[config.mk]
export PLATFORM = sky130hd
export DESIGN_NAME = whs_dev_flat
export DESIGN_NICKNAME = d
export VERILOG_FILES = /design/src/verilog/whs_pkg.sv /design/src/verilog/whs_if.sv /design/src/verilog/whs_dev.sv /design/src/verilog/whs_host.sv /design/src/flat_wrapper.sv
export SDC_FILE = /design/constraint.sdc
export NUM_CORES = 1
export LEC_CHECK = 0
export CAP_MARGIN = 30
export CORE_MARGIN = 3
export CORE_UTILIZATION = 35
export DETAILED_ROUTE_END_ITERATION = 16
export DONT_BUFFER_PORTS = 1
export PLACE_DENSITY_LB_ADDON = 0.1
export SYNTH_ARGS = -nofsm -noshare
export SYNTH_HDL_FRONTEND = slang
export SYNTH_SLANG_ARGS = --single-unit
[constraint.sdc]
create_clock -name ref_clk -period 3 [get_ports ref_clk]
set_input_delay 0.6 -clock ref_clk [delete_from_list [all_inputs] [get_ports ref_clk]]
set_output_delay 0.6 -clock ref_clk [all_outputs]
set_load 0.02 [all_outputs]
[src/verilog/whs_pkg.sv]
// Shared constants of the host serial port: commands, modes, timing.
// Assumes a 40 MHz ref_clk on both ends.
package whs_pkg;
   // -----------------------------------------------------------------
   // Timing
   // -----------------------------------------------------------------
   localparam int CLK_PERIOD_NS   = 25;
   localparam int T_RESET_MIN_NS  = 1000;
   localparam int RESET_CYC       = (T_RESET_MIN_NS + CLK_PERIOD_NS - 1) / CLK_PERIOD_NS;
   localparam int T_SETTLE_MIN_MS = 5;
   localparam int SETTLE_CYC      = (T_SETTLE_MIN_MS * 1000000 + CLK_PERIOD_NS - 1)
                                    / CLK_PERIOD_NS;
   localparam int F_SCK_MAX_MHZ   = 48;
   // Half period of the host-made serial clock; 40 MHz / 8 = 5 MHz
   localparam int SCK_HALF_DIV    = 4;
   localparam int CNT_W           = 18;
   // -----------------------------------------------------------------
   // Framing
   // -----------------------------------------------------------------
   localparam int BYTE_W     = 8;
   localparam int FIFO_DEPTH = 16;
   localparam int XFER_BITS  = 24;
   localparam logic [2:0] BIT_LAST = 3'h7;
   localparam logic [4:0] XFER_LAST = 5'h17;
   localparam logic [1:0] IDX_CMD  = 2'h0;
   localparam logic [1:0] IDX_ADDR = 2'h1;
   localparam logic [1:0] IDX_DATA = 2'h2;
   // -----------------------------------------------------------------
   // Commands, modes, status
   // -----------------------------------------------------------------
   localparam logic [7:0] CMD_REG_WR  = 8'h01;
   localparam logic [7:0] CMD_REG_RD  = 8'h02;
   localparam logic [7:0] CMD_DMA_RD  = 8'h03;
   localparam logic [7:0] CMD_IRQ_ACK = 8'h04;
   localparam logic [1:0] MODE_0 = 2'h0;
   localparam logic [1:0] MODE_1 = 2'h1;
   localparam logic [1:0] MODE_2 = 2'h2;
   localparam logic [1:0] MODE_3 = 2'h3;
   localparam int MODE_CPOL_BIT = 1;
   localparam int MODE_CPHA_BIT = 0;
   localparam int STAT_IRQ_BIT  = 0;
   localparam int STAT_DATA_BIT = 1;
   typedef enum logic [2:0] {DST_OFF = 3'b001, DST_IDLE = 3'b010, DST_XFER = 3'b100} whs_dst_t;
   typedef enum logic [3:0] {P_OFF = 4'b0001, P_SETTLE = 4'b0010, P_RESET = 4'b0100,
                             P_ON = 4'b1000} whs_pwr_t;
   typedef enum logic [3:0] {S_IDLE = 4'b0001, S_LEAD = 4'b0010, S_XFER = 4'b0100,
                             S_TAIL = 4'b1000} whs_hst_t;
endpackage

[src/verilog/whs_if.sv]
// Pins between the host controller and the device serial port.
// The released device data line reads low, as if pulled down.
`timescale 1ns/1ps
interface whs_if;
   logic sck;
   logic slave_select_n;
   logic mosi;
   logic miso;
   logic miso_oe;
   wire  miso_line;
   logic host_interrupt_n;
   logic chip_en;
   logic chip_reset_n;
   logic cfg_strap;

   assign miso_line = miso_oe & miso;

   modport dev (input sck, slave_select_n, mosi, chip_en, chip_reset_n, cfg_strap,
                output miso, miso_oe, host_interrupt_n);
   modport host (output sck, slave_select_n, mosi, chip_en, chip_reset_n, cfg_strap,
                 input miso_line, host_interrupt_n);
endinterface

[src/verilog/whs_dev.sv]
// Device end of the host serial port; DMA bytes are buffered in whs_fifo.
// Assumes pins arrive asynchronously; ref_clk well above the link clock.
`timescale 1ns/1ps
module whs_dev
   import whs_pkg::*;
(
   input  wire logic        ref_clk,
   input  wire logic        sys_rst,
   input  wire logic        ce,
   input  wire logic [1:0]  mode,
   output logic [7:0]       reg_addr,
   output logic [7:0]       reg_wdata,
   output logic             reg_wr,
   output logic             reg_rd,
   input  wire logic [7:0]  reg_rdata,
   output logic             dma_start,
   input  wire logic        dma_valid,
   output logic             dma_ready,
   input  wire logic [7:0]  dma_data,
   input  wire logic        irq_event,
   output logic             port_active,
   whs_if.dev               bus
);
   // ----------------------------------------------------------------
   // Pin synchronisers
   // ----------------------------------------------------------------
   logic [5:0] pin_s0;
   logic [5:0] pin_s1;
   logic       sck_d;
   logic       ss_d;
   logic       rstn_d;
   always_ff @(posedge ref_clk) begin
      if (sys_rst) begin
         pin_s0 <= '0;
         pin_s1 <= '0;
         sck_d  <= 1'b0;
         ss_d   <= 1'b1;
         rstn_d <= 1'b0;
      end else if (ce) begin
         pin_s0 <= {bus.cfg_strap, bus.chip_reset_n, bus.chip_en, bus.mosi,
                    bus.slave_select_n, bus.sck};
         pin_s1 <= pin_s0;
         sck_d  <= pin_s1[0];
         ss_d   <= pin_s1[1];
         rstn_d <= pin_s1[4];
      end
   end
   wire sck_s   = pin_s1[0];
   wire ss_n_s  = pin_s1[1];
   wire mosi_s  = pin_s1[2];
   wire en_s    = pin_s1[3];
   wire rstn_s  = pin_s1[4];
   wire strap_s = pin_s1[5];

   // ----------------------------------------------------------------
   // Power and strap
   // ----------------------------------------------------------------
   logic     strap_ok;
   whs_dst_t state;
   wire power_ok = en_s & rstn_s;
   // Strap is caught at the reset release, not sampled afterwards
   always_ff @(posedge ref_clk) begin
      if (sys_rst) begin
         strap_ok <= 1'b0;
      end else if (ce) begin
         if (!power_ok) begin
            strap_ok <= 1'b0;
         end else if (!rstn_d) begin
            strap_ok <= strap_s;
         end
      end
   end
   wire active = strap_ok & power_ok;

   // ----------------------------------------------------------------
   // Clock edges and mode
   // ----------------------------------------------------------------
   wire rise       = sck_s & ~sck_d;
   wire fall       = ~sck_s & sck_d;
   wire leading    = mode[MODE_CPOL_BIT] ? fall : rise;
   wire trailing   = mode[MODE_CPOL_BIT] ? rise : fall;
   wire selected   = (state == DST_XFER) & ~ss_n_s;
   wire sample_e   = selected & (mode[MODE_CPHA_BIT] ? trailing : leading);
   wire shift_e    = selected & (mode[MODE_CPHA_BIT] ? leading : trailing);
   wire frame_beg  = active & ~ss_n_s & ss_d;

   always_ff @(posedge ref_clk) begin
      if (sys_rst) begin
         state <= DST_OFF;
      end else if (ce) begin
         case (state)
            DST_OFF:  state <= active ? DST_IDLE : DST_OFF;
            DST_IDLE: state <= !active ? DST_OFF : (frame_beg ? DST_XFER : DST_IDLE);
            DST_XFER: state <= !active ? DST_OFF : (ss_n_s ? DST_IDLE : DST_XFER);
            default:  state <= DST_OFF;
         endcase
      end
   end

   // ----------------------------------------------------------------
   // Shifters and byte decode
   // ----------------------------------------------------------------
   logic [6:0] rx_sr;
   logic [2:0] bit_cnt;
   logic [1:0] idx;
   logic [7:0] cmd;
   logic [7:0] tx_sr;
   logic [7:0] tx_hold;
   logic       rd_cap;
   logic       pop_req;
   logic       irq_pending;
   logic       fifo_valid;
   logic [7:0] fifo_data;

   wire [7:0] rx_byte   = {rx_sr, mosi_s};
   wire       byte_done = sample_e & (bit_cnt == BIT_LAST);
   wire       at_cmd    = byte_done & (idx == IDX_CMD);
   wire       at_addr   = byte_done & (idx == IDX_ADDR);
   wire       at_data   = byte_done & (idx == IDX_DATA);
   wire       irq_ack   = at_cmd & (rx_byte == CMD_IRQ_ACK);
   wire       do_rd     = (at_addr | at_data) & (cmd == CMD_REG_RD);
   wire       do_wr     = at_data & (cmd == CMD_REG_WR);
   wire       do_dma    = (at_addr | at_data) & (cmd == CMD_DMA_RD);
   wire [7:0] status    = {6'h00, fifo_valid, irq_pending};
   wire [1:0] next_idx  = (idx == IDX_DATA) ? IDX_DATA : idx + 2'h1;

   always_ff @(posedge ref_clk) begin
      if (sys_rst || (ce && !selected)) begin
         rx_sr   <= '0;
         bit_cnt <= '0;
         idx     <= IDX_CMD;
      end else if (ce && sample_e) begin
         rx_sr   <= rx_byte[6:0];
         bit_cnt <= bit_cnt + 3'h1;
         idx     <= (bit_cnt == BIT_LAST) ? next_idx : idx;
      end
   end

   always_ff @(posedge ref_clk) begin
      if (sys_rst) begin
         cmd <= '0;
      end else if (ce && at_cmd) begin
         cmd <= rx_byte;
      end
   end

   // A fresh byte is loaded at the byte boundary, otherwise shift left
   always_ff @(posedge ref_clk) begin
      if (sys_rst) begin
         tx_sr   <= '0;
         tx_hold <= '0;
      end else if (ce) begin
         if (frame_beg) begin
            tx_sr   <= status;
            tx_hold <= status;
         end else begin
            if (shift_e) begin
               tx_sr <= (bit_cnt == '0) ? tx_hold : {tx_sr[6:0], 1'b0};
            end
            if (at_cmd) begin
               tx_hold <= '0;
            end else if (rd_cap) begin
               tx_hold <= reg_rdata;
            end else if (pop_req) begin
               tx_hold <= fifo_valid ? fifo_data : '0;
            end
         end
      end
   end

   // ----------------------------------------------------------------
   // Internal access strobes
   // ----------------------------------------------------------------
   always_ff @(posedge ref_clk) begin
      if (sys_rst) begin
         reg_addr  <= '0;
         reg_wdata <= '0;
         reg_wr    <= 1'b0;
         reg_rd    <= 1'b0;
         rd_cap    <= 1'b0;
         pop_req   <= 1'b0;
         dma_start <= 1'b0;
      end else if (ce) begin
         reg_wr    <= do_wr;
         reg_rd    <= do_rd;
         rd_cap    <= reg_rd;
         pop_req   <= do_dma;
         dma_start <= at_addr & (cmd == CMD_DMA_RD);
         if (at_addr) begin
            reg_addr <= rx_byte;
         end else if (reg_wr || rd_cap) begin
            reg_addr <= reg_addr + 8'h01;
         end
         if (do_wr) begin
            reg_wdata <= rx_byte;
         end
      end
   end

   whs_fifo #(.W(BYTE_W), .D(FIFO_DEPTH)) u_fifo (
      .ref_clk   (ref_clk),
      .sys_rst   (sys_rst),
      .ce        (ce),
      .in_valid  (dma_valid),
      .in_ready  (dma_ready),
      .in_data   (dma_data),
      .out_valid (fifo_valid),
      .out_ready (pop_req),
      .out_data  (fifo_data)
   );

   // ----------------------------------------------------------------
   // Interrupt and pin outputs
   // ----------------------------------------------------------------
   // A new event in the acknowledge cycle stays pending
   always_ff @(posedge ref_clk) begin
      if (sys_rst) begin
         irq_pending      <= 1'b0;
         bus.host_interrupt_n <= 1'b1;
         bus.miso_oe      <= 1'b0;
         port_active      <= 1'b0;
      end else if (ce) begin
         irq_pending      <= active & (irq_event | (irq_pending & ~irq_ack));
         bus.host_interrupt_n <= ~irq_pending;
         bus.miso_oe      <= active & ~ss_n_s;
         port_active      <= active;
      end
   end
   assign bus.miso = tx_sr[7];
endmodule // whs_dev

[src/verilog/whs_host.sv]
 // whs_host

module whs_fifo #(
   parameter int W = 8,
   parameter int D = 16
) (
   input  wire logic         ref_clk,
   input  wire logic         sys_rst,
   input  wire logic         ce,
   input  wire logic         in_valid,
   output logic              in_ready,
   input  wire logic [W-1:0] in_data,
   output logic              out_valid,
   input  wire logic         out_ready,
   output logic [W-1:0]      out_data
);
   localparam int AW = $clog2(D);
   logic [W-1:0]  mem [D];
   logic [AW-1:0] wr_ptr;
   logic [AW-1:0] rd_ptr;
   logic [AW:0]   count;
   wire           push = in_valid & in_ready;
   wire           pop  = out_valid & out_ready;
   wire [AW:0]    next_count = count + (AW+1)'(push) - (AW+1)'(pop);

   assign out_data = mem[rd_ptr];

   always_ff @(posedge ref_clk) begin
      if (ce && push) begin
         mem[wr_ptr] <= in_data;
      end
   end

   always_ff @(posedge ref_clk) begin
      if (sys_rst) begin
         wr_ptr    <= '0;
         rd_ptr    <= '0;
         count     <= '0;
         in_ready  <= 1'b0;
         out_valid <= 1'b0;
      end else if (ce) begin
         wr_ptr    <= wr_ptr + AW'(push);
         rd_ptr    <= rd_ptr + AW'(pop);
         count     <= next_count;
         in_ready  <= next_count != (AW+1)'(D);
         out_valid <= next_count != '0;
      end
   end
endmodule // whs_fifo

[src/flat_wrapper.sv]
// flat-port wrapper written by rule: the top's interface ports become plain ports
module whs_dev_flat import whs_pkg::*;
  (ref_clk, sys_rst, ce, mode, reg_addr, reg_wdata, reg_wr, reg_rd, reg_rdata, dma_start, dma_valid, dma_ready, dma_data, irq_event, port_active, bus_sck, bus_slave_select_n, bus_mosi, bus_chip_en, bus_chip_reset_n, bus_cfg_strap, bus_miso, bus_miso_oe, bus_host_interrupt_n);
  whs_if bus_i ();
  input  wire logic ref_clk;
  input  wire logic sys_rst;
  input  wire logic ce;
  input  wire logic [1:0] mode;
  output logic [7:0] reg_addr;
  output logic [7:0] reg_wdata;
  output logic reg_wr;
  output logic reg_rd;
  input  wire logic [7:0] reg_rdata;
  output logic dma_start;
  input  wire logic dma_valid;
  output logic dma_ready;
  input  wire logic [7:0] dma_data;
  input  wire logic irq_event;
  output logic port_active;
  input wire logic [$bits(bus_i.sck)-1:0] bus_sck;
  input wire logic [$bits(bus_i.slave_select_n)-1:0] bus_slave_select_n;
  input wire logic [$bits(bus_i.mosi)-1:0] bus_mosi;
  input wire logic [$bits(bus_i.chip_en)-1:0] bus_chip_en;
  input wire logic [$bits(bus_i.chip_reset_n)-1:0] bus_chip_reset_n;
  input wire logic [$bits(bus_i.cfg_strap)-1:0] bus_cfg_strap;
  output wire logic [$bits(bus_i.miso)-1:0] bus_miso;
  output wire logic [$bits(bus_i.miso_oe)-1:0] bus_miso_oe;
  output wire logic [$bits(bus_i.host_interrupt_n)-1:0] bus_host_interrupt_n;
  assign bus_i.sck = bus_sck;
  assign bus_i.slave_select_n = bus_slave_select_n;
  assign bus_i.mosi = bus_mosi;
  assign bus_i.chip_en = bus_chip_en;
  assign bus_i.chip_reset_n = bus_chip_reset_n;
  assign bus_i.cfg_strap = bus_cfg_strap;
  assign bus_miso = bus_i.miso;
  assign bus_miso_oe = bus_i.miso_oe;
  assign bus_host_interrupt_n = bus_i.host_interrupt_n;
  whs_dev u_core (.ref_clk(ref_clk), .sys_rst(sys_rst), .ce(ce), .mode(mode), .reg_addr(reg_addr), .reg_wdata(reg_wdata), .reg_wr(reg_wr), .reg_rd(reg_rd), .reg_rdata(reg_rdata), .dma_start(dma_start), .dma_valid(dma_valid), .dma_ready(dma_ready), .dma_data(dma_data), .irq_event(irq_event), .port_active(port_active), .bus(bus_i));
endmodule
==> out/metrics.cfg <==
[clock_tree]
cts_sinks = 227
root_buffer = clkbuf_16
post_cts_buffers = 0
cts_resized = 0
htreeDepth = 1
clk_latency_ps = 540
cts_tree = yes
holdBufCountCts = 0
clk_path_buf_depth = 3
clk_pin_slew_ps = 60
cts_inserted_buffers = 25

[synthesis]
synthArstFlopShare_pct = 0
ys_top_cells_by_area = edfxtp_1 (40%), dfxtp_1 (21%), mux2i_1 (8.1%)
synth_fp_nets = 782
synth_edf_count = 128
synthAdderAreaFrac_pct = 2.171
synth_compound_area_share_pct = 7.901
synth_mux_area_share_pct = 15.04
synth_ff_type = edfxtp_1
synth_top_family_by_area = multiplexers
yosysSeqAreaShare_pct = 60.90
ys_warn_count = 0
syn_area_mm2 = 0.009565
synth_cell_type_count = 63
synth_xor_xnor_area_share_pct = 0.9156
yosys.area.top_type = edfxtp_1
syn_area_per_cell_um2 = 12.98
synth_cells = 737
yosysTopAreaCellShare_pct = 40.18
synth-seq-cells = 227
synthSimpleGateAreaFrac_pct = 10.39

[final_layout]
diodes = 0
drive_above_1_share_pct = 14.98
final_nets = 794
fin_area_mm2 = 0.01077
syn_to_final_growth_pct = 12.64

[sta]
fmaxAchievable_mhz = 381.4
finalCritPeriodShare_pct = 87.39
rsz0062_at_grt = false
worst_pin_slew_ps = 809.4
slew_violations = 0
setup_viol = 0
post-route-min-period_ps = 2622
finalHoldViolCount = 0
maxSlewHeadroom_pct = 45.98
tns_ps = 0
clock_skew_ps = 18.23

[setup_path]
slowest_stage = dfxtp_1
cp.arrival_ps = 3030
cp_top_family = simple AND/OR/NAND/NOR gates
critPathBufInv = 1
start_kind = flip-flop
critPathMaxFanout = 6
worstSetupEndpointType = flip-flop
criticalPathCategory = flip-flop to flip-flop
cp.required_ps = 3410
critical-path-max-stage-delay_ps = 440
worstPathCellList = nand2_1, or2_2, nand2_1, ha_1, inv_1, fa_1, nor2b_1, o21ai_0, a21oi_1, nor2b_1, o41a_1

[placement]
gp_congestion = 0.7725
dpl_cell_area_mm2 = 0.01002
numPortBuffers = 0
place_hpwl_um = 14600

[detailed_routing]
drc = 0
firstDrtPassIters = 5
drtAntennaViolNets = 0
wire_per_inst_um = 20.41
viasPerCell = 5.426
vias = 5947
routed_wl_um = 22370
drtIter0Drc = 320

[die]
initial_utilization_pct = 36.19
die_height_um = 171.3
core_area_mm2 = 0.02643
row_count = 59
die_w_um = 171.3
ios = 53
die-area_mm2 = 0.02935

[grt]
antenna_found_initial = 1
track_usage_pct = 15.25
grt_pass1_vias = 6139
top_usage_layer = met2
grt_overflow = 0
grt_first_pass_wirelength_um = 34930
met2_usage_pct = 24.49
use_met3_pct = 2.666
use_met1_pct = 21.64
grt_start_max_net_pins = 73

[outcome]
status = finished, final reports clean

[hold_path]
hold_class = input pin to flip-flop

[pwr]
power_density_mw_per_mm2 = 594.2
ir_worst_vdd_uv = 287.7
p_leak_nw = 3.592

[run]
cap_violations = 0

-- metal layers --
layer / wire length, µm / vias up / share of wire (%)
met5: 13 / - / 0.058
met4: 376 / 2 / 1.7
met3: 1058 / 37 / 4.7
met2: 10260 / 121 / 46
met1: 10650 / 2995 / 48
li1: - / 2792 / -
-- through the flow --
step	std cells	util, %	power, mW	hold WS, ps	setup WS (ps)
finish	1096	40.77	6.402	147.8	378.3
global route	1096	40.77	6.646	126.4	221.1
CTS	1096	40.77	6.487	121.8	395.7
detailed placement	1057	37.91	3.582	456.8	95.07
global placement	1057	37.91	3.573	449.8	220.3
floorplan	737	-	3.554	426.9	237.5
-- synthesized netlist by cell type (5+ instances only) --
master / n
xor2_1: 7
clkbuf_1: 22
nor2b_1: 11
buf_2: 13
buf_4: 5
and3_1: 5
nand4_1: 16
nor3_1: 11
mux2i_1: 77
ha_1: 15
buf_1: 5
edfxtp_1: 128
nand3_1: 9
o21ai_0: 20
o2bb2ai_1: 6
a21oi_1: 30
inv_1: 14
nor2_1: 83
mux4_2: 20
nand2_1: 31
dfxtp_1: 99
a32o_1: 11
nand2b_1: 5
a22oi_1: 13
mux2_2: 18
-- registers in the layout (all words and copies together), names as in the netlist, 2 cells and up, named ones only --
name / count
u_core.u_fifo.mem: 128
u_core.cmd: 8
u_core.reg_addr: 8
u_core.reg_wdata: 8
u_core.tx_hold: 8
u_core.tx_sr: 8
u_core.rx_sr: 7
u_core.pin_s0: 6
u_core.pin_s1: 6
u_core.u_fifo.count: 5
u_core.u_fifo.rd_ptr: 4
u_core.u_fifo.wr_ptr: 4
u_core.bit_cnt: 3
u_core.state: 3
u_core.idx: 2
-- layout make-up --
class                      instances  area, µm²
sequential                       227       5827
clock buffer                      30      644.4
tap                              335      419.2
inverter                          14      52.55
multi-input combinational        451       3495
clock inverter                     9      111.4
timing repair buffer              30      225.2
fill                            2466      15650
-- power breakdown --
| group | total [mW] | internal [mW] | switching (mW) |
|---|---|---|---|
| registers | 3.33 | 3.31 | 0.0191 |
| logic | 0.184 | 0.0790 | 0.105 |
| clock network | 2.89 | 1.69 | 1.19 |
| total | 6.40 | 5.08 | 1.32 |
-- cell families (layout without fill, tap and decap cells) --
family	Yosys count	in the layout
AO/OA/AOI/OAI	109	109
XOR/XNOR	10	10
adder cells (fa/ha/maj)	16	16
buffers and inverters	59	83
flip-flops	227	227
multiplexers	116	116
AND/OR/NAND/NOR	200	200
-- worst reg2reg max path, cell delays in order (launching register included) --
cell and delay, ps:
dfxtp_1 440, nand2_1 100, or2_2 310, nand2_1 70, ha_1 160, inv_1 60
fa_1 430, nor2b_1 150, o21ai_0 120, a21oi_1 210, nor2b_1 90, o41a_1 360
-- placed cells by master (no fill, tap or decap), types with 5 or more instances in the layout --
cell,n
edfxtp_1,128
dfxtp_1,98
nor2_1,83
mux2i_1,77
nand2_1,31
a21oi_1,30
buf_4,30
clkbuf_16,25
o21ai_0,20
mux4_2,20
mux2_2,18
nand4_1,16
ha_1,15
inv_1,14
a22oi_1,13
nor2b_1,11
a32o_1,11
nor3_1,10
nand3_1,9
xor2_1,7
o2bb2ai_1,6
and3_1,5
nand2b_1,5
clkbuf_1,5
-- worst paths after layout --
kind	start	end	slack [ps]	cells after the start
min reg2reg	u_core.tx_sr[5]$_SDFFE_PP0P_	u_core.tx_sr[5]$_SDFFE_PP0P_	470	2
max reg2reg	u_core.pop_req$_SDFFE_PP0P_	u_core.u_fifo.out_valid$_SDFFE_PP0P_	380	11
max	u_core.pop_req$_SDFFE_PP0P_	u_core.u_fifo.out_valid$_SDFFE_PP0P_	380	11
min	sys_rst	u_core.pin_s0[2]$_SDFFE_PP0P_	150	1
Power figures use the tool's default switching activity.
